[src/logic/sdspi_map.svh]
// Constants for the stepper driver serial port: widths, fields, timing
`ifndef SDSPI_MAP_SVH
`define SDSPI_MAP_SVH
`define SD_LEN       40
`define SD_DW        32
`define SD_WR_BIT    39
`define SD_ADDR_HI   38
`define SD_ADDR_LO   32
`define SD_ST_HI     39
`define SD_ST_LO     32
`define SD_ST_RSV    5'h00
`define SD_ST_RST    8'h00
`define SD_DATA_RST  32'h0000_0000
`define SD_FLAG_RST  3'h1
`define SD_GLOBAL_STATUS_REGISTER_ADR 7'h01
`define SD_FILT_NS   20
`define SD_CLK_NS    50
`define SD_FILT_CYC  2'((`SD_FILT_NS + `SD_CLK_NS - 1) / `SD_CLK_NS)
`define SD_CNT_MAX   6'h3f
`endif

[src/logic/sdspi_pkg.sv]
// Types shared by the stepper driver serial port
package sdspi_pkg;
  typedef struct packed {
    logic       wr;
    logic [6:0] addr;
    logic [31:0] data;
  } sdspi_cmd_t;
  typedef struct packed {
    logic output_disable_n;
    logic csn;
    logic sdi;
    logic sck;
  } sdspi_pins_t;
  typedef enum logic {SDSPI_IDLE, SDSPI_XFER} sdspi_st_t;
endpackage

[src/logic/sdspi_slave.sv]
// Serial port slave of the dual stepper driver: framing, status, daisy chain
// Overview of operation
// - Bit 39 set means write, clear means read; write address is address plus 0x80.
// - Every frame returns 32 data bits; a read's register comes back next frame.
// - After a write frame, the next frame returns that written data.
// - A read frame carries only the address; its data bits update nothing.
// - Every returned frame carries the 8-bit status byte in bits 39..32.
// - Status is captured at the end of each access, sent in the next.
// - Status bits 7..3 read zero; bit 2, 1 stage faults; bit 0 reset seen.
// - Status flags mirror global status bits 2..0, held until that register is read.
// - Narrow values are right aligned, signed ones two's complement.
// - With select low, sample input on clock rise, drive output after fall, MSB first.
// - Beyond 40 clocks, input bits leave on the output 40 clocks later.
// - On select rise the last 40 bits shifted in become the command.
// - All port inputs and output disable ignore pulses shorter than 20 ns.
// - Mode 3: clock idles high, shift out on fall, sample on rise.
`include "sdspi_map.svh"

module sdspi_slave (
  // Clock, reset, enable
  input  wire logic                 i_clk,
  input  wire logic                 i_rstn,
  input  wire logic                 i_ce,
  // Serial port pins
  input  wire logic                 i_sck,
  input  wire logic                 i_sdi,
  input  wire logic                 i_csn,
  output logic                      o_sdo,
  output logic                      o_sdo_oe,
  // Output disable pin and its filtered copy
  input  wire logic                 i_output_disable_n,
  output logic                      o_output_disable_n,
  // Command to the register map
  output logic                      o_cmd_valid,
  output sdspi_pkg::sdspi_cmd_t     o_cmd,
  input  wire logic [31:0]          i_rd_data,
  // Driver events and status
  input  wire logic [2:0]           i_flag_set,
  output logic [2:0]                o_global_status_register,
  output logic [7:0]                o_transfer_status_byte
);
  import sdspi_pkg::*;

  // Raw pins gathered so the filter can be one loop
  sdspi_pins_t pin_raw;
  sdspi_pins_t pin_f;

  assign pin_raw = '{output_disable_n: i_output_disable_n, csn: i_csn,
                     sdi: i_sdi, sck: i_sck};

  // Two-stage synchroniser then a stability filter per pin.
  // A pulse must survive the sync and then hold for the filter
  // count, so anything under one clock never reaches the logic.
  genvar gi;
  generate
    for (gi = 0; gi < 4; gi++) begin : g_filt
      logic       s1_q;
      logic       s2_q;
      logic       f_q;
      logic [1:0] cnt_q;
      wire        diff = s2_q != f_q;
      wire        done = cnt_q == `SD_FILT_CYC;
      // Sync flops and filter, all idle high like the bus pins
      always_ff @(posedge i_clk or negedge i_rstn) begin
        if (!i_rstn) begin
          s1_q  <= 1'b1;
          s2_q  <= 1'b1;
          f_q   <= 1'b1;
          cnt_q <= 2'h0;
        end else if (i_ce) begin
          s1_q  <= pin_raw[gi];
          s2_q  <= s1_q;
          f_q   <= (diff && done) ? s2_q : f_q;
          cnt_q <= (diff && !done) ? cnt_q + 2'h1 : 2'h0;
        end
      end
      assign pin_f[gi] = f_q;
    end
  endgenerate

  // Edge history of the filtered clock and select
  logic sck_prev_q;
  logic csn_prev_q;

  always_ff @(posedge i_clk or negedge i_rstn) begin
    if (!i_rstn) begin
      sck_prev_q <= 1'b1;
      csn_prev_q <= 1'b1;
    end else if (i_ce) begin
      sck_prev_q <= pin_f.sck;
      csn_prev_q <= pin_f.csn;
    end
  end

  // Edge decode on the filtered, synchronised signals
  wire sck_rise = pin_f.sck & ~sck_prev_q;
  wire sck_fall = ~pin_f.sck & sck_prev_q;
  wire csn_fall = ~pin_f.csn & csn_prev_q;
  wire csn_rise = pin_f.csn & ~csn_prev_q;

  // Frame state, shift register and reply data
  sdspi_st_t   st_q;
  sdspi_st_t   st_d;
  logic [39:0] shift_q;
  logic [39:0] shift_d;
  logic [31:0] out_data_q;
  logic [31:0] out_data_d;
  logic        rd_pend_q;
  logic [7:0]  status_q;
  logic [2:0]  flags_q;
  logic [2:0]  flags_d;
  logic        sdo_q;

  // Fields of the frame just completed
  wire       f_wr   = shift_q[`SD_WR_BIT];
  wire [6:0] f_addr = shift_q[`SD_ADDR_HI:`SD_ADDR_LO];
  wire [31:0] f_data = shift_q[`SD_DW-1:0];
  wire       active = st_q == SDSPI_XFER;
  wire       rd_global_status_register = csn_rise & active & ~f_wr & (f_addr == `SD_GLOBAL_STATUS_REGISTER_ADR);
  wire [7:0] status_now = {`SD_ST_RSV, flags_q};

  // Frame sequencing: select low opens, select high closes
  always_comb begin
    st_d = st_q;
    case (st_q)
      SDSPI_IDLE: begin
        if (csn_fall) begin
          st_d = SDSPI_XFER;
        end
      end
      SDSPI_XFER: begin
        if (csn_rise) begin
          st_d = SDSPI_IDLE;
        end
      end
      default: st_d = SDSPI_IDLE;
    endcase
  end

  // Shift register: load reply at frame start, shift on rising clock.
  // Bits pushed past 40 fall out the top, which is the daisy chain.
  always_comb begin
    shift_d = shift_q;
    if (csn_fall) begin
      shift_d = {status_q, out_data_q};
    end else if (active && sck_rise) begin
      shift_d = {shift_q[`SD_LEN-2:0], pin_f.sdi};
    end
  end

  // Reply data for the next frame: write echo or read snapshot
  always_comb begin
    out_data_d = out_data_q;
    if (o_cmd_valid && o_cmd.wr) begin
      out_data_d = o_cmd.data;
    end else if (rd_pend_q) begin
      out_data_d = i_rd_data;
    end
  end

  // Sticky flags: an event in the clearing cycle wins
  always_comb begin
    flags_d = flags_q;
    if (rd_global_status_register) begin
      flags_d = 3'h0;
    end
    flags_d = flags_d | i_flag_set;
  end

  // Frame registers
  always_ff @(posedge i_clk or negedge i_rstn) begin
    if (!i_rstn) begin
      st_q       <= SDSPI_IDLE;
      shift_q    <= {`SD_ST_RST, `SD_DATA_RST};
      out_data_q <= `SD_DATA_RST;
    end else if (i_ce) begin
      st_q       <= st_d;
      shift_q    <= shift_d;
      out_data_q <= out_data_d;
    end
  end

  // Status capture at the end of each access
  always_ff @(posedge i_clk or negedge i_rstn) begin
    if (!i_rstn) begin
      status_q <= `SD_ST_RST;
      flags_q  <= `SD_FLAG_RST;
    end else if (i_ce) begin
      flags_q  <= flags_d;
      if (csn_rise && active) begin
        status_q <= status_now;
      end
    end
  end

  // Command hand-off; read frames carry no data so nothing is written
  always_ff @(posedge i_clk or negedge i_rstn) begin
    if (!i_rstn) begin
      o_cmd_valid <= 1'b0;
      o_cmd       <= '0;
      rd_pend_q   <= 1'b0;
    end else if (i_ce) begin
      o_cmd_valid <= csn_rise & active;
      rd_pend_q   <= csn_rise & active & ~f_wr;
      if (csn_rise && active) begin
        o_cmd.wr   <= f_wr;
        o_cmd.addr <= f_addr;
        o_cmd.data <= f_wr ? f_data : `SD_DATA_RST;
      end
    end
  end

  // Output pin: top bit presented at start and after each falling clock
  always_ff @(posedge i_clk or negedge i_rstn) begin
    if (!i_rstn) begin
      sdo_q <= 1'b0;
    end else if (i_ce) begin
      if (csn_fall) begin
        sdo_q <= status_q[7];
      end else if (active && sck_fall) begin
        sdo_q <= shift_q[`SD_LEN-1];
      end
    end
  end

  assign o_sdo = sdo_q;

  // Drive enable, filtered disable pin and mirrored flags
  always_ff @(posedge i_clk or negedge i_rstn) begin
    if (!i_rstn) begin
      o_sdo_oe                 <= 1'b0;
      o_output_disable_n       <= 1'b1;
      o_global_status_register <= `SD_FLAG_RST;
    end else if (i_ce) begin
      o_sdo_oe                 <= st_d == SDSPI_XFER;
      o_output_disable_n       <= pin_f.output_disable_n;
      o_global_status_register <= flags_d;
    end
  end

  assign o_transfer_status_byte = status_q;

  // Rising clock count within a frame, read only by the covers
  logic [5:0] bits_q;
  always_ff @(posedge i_clk or negedge i_rstn) begin
    if (!i_rstn) begin
      bits_q <= 6'h00;
    end else if (i_ce) begin
      if (csn_fall) begin
        bits_q <= 6'h00;
      end else if (active && sck_rise && bits_q != `SD_CNT_MAX) begin
        bits_q <= bits_q + 6'h01;
      end
    end
  end
endmodule

[config.mk]
export PLATFORM = sky130hd
export DESIGN_NAME = sdspi_slave
export DESIGN_NICKNAME = d
export VERILOG_FILES = /design/src/logic/sdspi_pkg.sv /design/src/logic/sdspi_slave.sv
export VERILOG_INCLUDE_DIRS = /design/src /design/src/logic
export SDC_FILE = /design/constraint.sdc
export NUM_CORES = 1
export LEC_CHECK = 0
export BUFFER_PORTS_ARGS = -buffer_cell sky130_fd_sc_hd__clkbuf_2
export CAP_MARGIN = 5
export CORE_ASPECT_RATIO = 0.75
export CORE_MARGIN = 4
export CORE_UTILIZATION = 50
export DETAILED_ROUTE_END_ITERATION = 10
export MAX_ROUTING_LAYER = met4
export PLACE_DENSITY_LB_ADDON = 0.05
export SLEW_MARGIN = 20
export SYNTH_ARGS = -nofsm -noshare
export SYNTH_HDL_FRONTEND = slang
export SYNTH_SLANG_ARGS = --single-unit
[constraint.sdc]
create_clock -name i_clk -period 3.2 [get_ports i_clk]
set_clock_uncertainty 0.1 [all_clocks]
set_input_delay 0.32 -clock i_clk [delete_from_list [all_inputs] [get_ports i_clk]]
set_output_delay 0.32 -clock i_clk [all_outputs]
set_load 0.03 [all_outputs]
Word-level counts from Yosys, hierarchy flattened
Cells that the tools add are included.
W data, S select, Z words.

storage, ports and cells
  bits in registers = 145
  input bits = 42
  output and inout port bits = 55

operators by class
  $add $sub $neg = 4
  equal/unequal tests = 9
  multiplexer cells = 15
  bitwise operators = 14
  reductions and logical operators = 27

operator list
  kind                   number
  $mux W32               3
  $mux W40               2
  $reduce_and A2 Y1      8
  $logic_and A1 B1 Y1    12
  $add A2 B1 Y2 const B  4
  $eq A2 B1 Y1 const B   4
  $mux W2                4
  $and A1 B1 Y1          7
  $eq A7 B1 Y1 const B   1
  $not A1 Y1             6
  $reduce_bool A2 Y1     3
  $logic_not A1 Y1       4
  $mux W1                4
  $ne A1 B1 Y1           4
  $mux W3                1
  $or A3 B3 Y3           1
  $pmux W1 S2            1

Depth between registers and ports, before layout
  word-level depth = 7
  depth in mapped cells = 6

Worst setup path after synthesis
No wires, ideal clock.

  kind = register -> register
  start = register csn_prev_q
  end = register shift_q[10]
  library setup time = 0.125 ns
  data arrival time = 1.689 ns
  slack = 1.286 ns
  stages on the path, launching flop included = 6
  path buffers = 2
  clock period less this slack = 1.914 ns
  cell sequence = dfstp_2 -> nor2b_1 -> buf_2 -> buf_2 -> mux2_2 -> mux2_2

between the ends
  longest elaborated chain between the ends = 3
  elaborated cells between the ends (all ways) = 4
  those cells by class = mux (1); bitwise (1); reduce/logical (2)

ends and longest elaborated chain
  what                          RTL line            RTL
  from (decl)                   sdspi_slave.sv:83   logic csn_prev_q;
  from (signal assigned)        sdspi_slave.sv:91   csn_prev_q <= pin_f.csn;
  $and A1 B1 Y1 *               sdspi_slave.sv:98   wire csn_fall = ~pin_f.csn & csn_prev_q;
  $reduce_bool A2 Y1 (no line)  -
  $reduce_and A2 Y1 (no line)   -
  to (signal assigned)          sdspi_slave.sv:174  shift_q <= {`SD_ST_RST, `SD_DATA_RST};
  to (signal assigned)          sdspi_slave.sv:178  shift_q <= shift_d;
  to (decl)                     sdspi_slave.sv:104  logic [39:0] shift_q;

Mark *: on every way between the ends. The rest lies on a longest branch, timed or not.
A chain may end at the register's enable or synchronous reset.

Worst setup path in the final report
  start = register csn_prev_q
  end = register shift_q[12]

Same word-level chain as after synthesis.

==> impl_metrics.json <==
{
  "grt_max_degree": 82,
  "power_density_mw_per_mm2": 818.8,
  "die_x_um": 139.8,
  "drt_first_pass_iters": 4,
  "setup_tns_ps": 0,
  "clock-sinks": 145,
  "worst_pin_slew_ps": 745.1,
  "ir_worst_vdd_uv": 426.8,
  "r2r-start": "csn_prev_q",
  "portBuffers": 91,
  "worst_setup_path_end_kind": "register",
  "worst_ep_required_time_ps": 3390,
  "grt_usage_pct": 18.91,
  "yosysTopAreaCell": "dfrtp_1",
  "die_y_um": 106.8,
  "start_kind": "register",
  "antenna_found_initial": 0,
  "core_area_mm2": 0.01252,
  "synth-seq-area-share_pct": 56.04,
  "hold_end": "flags_q[2]",
  "drtAntennaViolNets": 0,
  "holdBufCountCts": 1,
  "final-hold-violation-count": 0,
  "power_mw": 6.337,
  "r2r_cells": 4,
  "syn_area_mm2": 0.006510,
  "ys_seq_elements": 145,
  "clk_latency_ps": 410,
  "grt_pass1_vias": 4280,
  "cts_resized": 0,
  "synth.area.top_cells": "dfrtp_1, mux2_2, dfstp_2",
  "layout_setup_ws_ps": 900.5,
  "drt-initial-drc-count": 161,
  "drive_gt1_share_pct": 50.81,
  "hp-class": "in2reg",
  "nets": 647,
  "rows": 35,
  "n_antenna_cell": 0,
  "synth-warning-count": 0,
  "syn_area_per_cell_um2": 12.71,
  "cts_tree": "yes",
  "worstHoldStart": "i_flag_set[2]",
  "crit_arrival_ps": 2490,
  "gp_congestion": 0.7782,
  "p_leak_nw": 3.640,
  "yosys.area.top_type_share_pct": 49.59,
  "fmax_ghz": 0.4349,
  "via_count": 4087,
  "rsz0062_at_grt": "no",
  "placed_cell_area_mm2": 0.007113,
  "wl_um": 12950,
  "cts_buffers": 17,
  "cp_max_fo": 35,
  "syn_inst": 512,
  "post_cts.repair.setup_buffers": 0,
  "max_cap_violations": 0,
  "drcViolationCount": 0,
  "drt-vias-per-instance": 5.240,
  "finalSetupViolCount": 0,
  "final_cell_area_mm2": 0.007740,
  "grt_pass1_wl_um": 21930,
  "fin_util_pct": 61.80,
  "fin_crit_ps": 2299,
  "routedWlPerCell_um": 16.61,
  "timing.rr.end": "shift_q[12]",
  "htree_levels": 4,
  "fin_crit_sh_pct": 71.86,
  "r2r_slack_ps": 900,
  "path_class": "reg2reg",
  "grt-ovfl-total": 0,
  "clockBufferDepth": 2,
  "die_area_mm2": 0.01493,
  "cts-root-buf": "clkbuf_16",
  "hold_depth": 2,
  "io_pins": 97,
  "area_delta_synth_final_pct": 18.89,
  "report.final.slew_viol_count": 0,
  "initial_utilization_pct": 51.98,
  "status": "finished clean",
  "ys_types": 29,
  "dpl_worst_slack_ps": 902.4,
  "dp.final_hpwl_um": 8418,
  "slew_headroom_pct": 50.33,
  "clk_pin_slew_ps": 60
}
-- routing by layer --
metal	GRT usage (%)	wire length, µm
met1	27.24	6609
met4	5.463	99
met2	27.14	5776
met3	4.235	468
met5	-	0
-- cell families after synthesis --
kind of cell | synth area share, %
mux | 27.50
flops | 56.04
simple gates | 6.842
compound gates | 5.209
buf+inv | 3.037
fa+ha+maj | 0.7688
xor+xnor | 0.5381
other cells | 0.05760
-- per-stage QoR --
step                      instances  hold slack, ps
final                           780           43.94
after global placement          747           301.7
after floorplan                 516          -75.59
after detailed placement        747           316.9
after global routing            780           38.17
after CTS                       780           29.03
-- cell usage in the layout (no fill, tap or decap) --
master	n
dfrtp_1	129
or4_1	1
ha_1	4
o21a_2	1
conb_1	5
buf_4	10
bufinv_16	3
a21oi_1	2
and3_1	1
mux2_2	159
o21ai_0	40
dlygate4sd3_1	1
clkbuf_1	2
clkinvlp_4	2
nand2_2	1
or3b_2	1
or4_4	1
clkbuf_2	90
a22o_1	8
o22ai_1	5
buf_6	1
nor2_1	1
nand2b_1	17
nor2b_4	1
xor2_1	4
nand2_1	69
a21bo_1	1
nand4_1	1
inv_1	8
dfstp_2	16
nand4b_1	1
clkinv_2	3
clkinv_4	1
clkbuf_8	4
and3b_1	2
clkbuf_16	17
a21bo_2	1
-- power breakdown --
part	internal, mW	switching [mW]
clock	1.31	0.745
combinational	0.881	0.645
sequential	2.39	0.369
-- synth_stat cells, drive strengths merged --
master  instances
o22ai           5
o21a            1
clkbuf         14
or4             2
a21bo           2
nand4           1
nand4b          1
o21ai          40
mux2          159
ha              4
a21oi           2
xor2            4
or3b            1
dfstp          16
buf            22
nand2          70
dfrtp         129
nor2            1
a22o            8
nor2b           1
inv             8
nand2b         17
conb            1
and3            1
and3b           2
-- area by class of cell --
cell class	instances	area (µm²)
tap	166	207.7
clock buffer	23	488.0
fill	1034	4785
inverter	8	30.03
multi-input combinational	327	2690
clock inverter	9	128.9
sequential	145	3649
timing repair buffer	102	546.8
-- worst max-delay path by stage --
stage | startpoint | end | slack [ps] | cells past startpoint
after CTS | csn_prev_q | shift_q[15] | 880 | 4
final | csn_prev_q | shift_q[12] | 900 | 4
after global placement | csn_prev_q | shift_q[22] | 930 | 4
after global routing | csn_prev_q | shift_q[9] | 780 | 4
after floorplan | csn_prev_q | shift_q[10] | 1290 | 5
after detailed placement | csn_prev_q | shift_q[15] | 900 | 4
-- critical path: stages (launching register included) --
cell	delay (ps)
dfstp_2	560
nor2b_4	470
o21a_2	210
buf_4	410
mux2_2	400
-- flip-flops by register name (all words and copies together) (netlist names) --
register / cells
o_cmd: 40
shift_q: 40
out_data_q: 32
g_filt.cnt_q: 8
g_filt.f_q: 4
g_filt.s1_q: 4
g_filt.s2_q: 4
flags_q: 3
o_transfer_status_byte: 3
active: 1
csn_prev_q: 1
o_cmd_valid: 1
o_output_disable_n: 1
o_sdo: 1
rd_pend_q: 1
sck_prev_q: 1
Note: power is estimated with default switching activity, not from simulation.
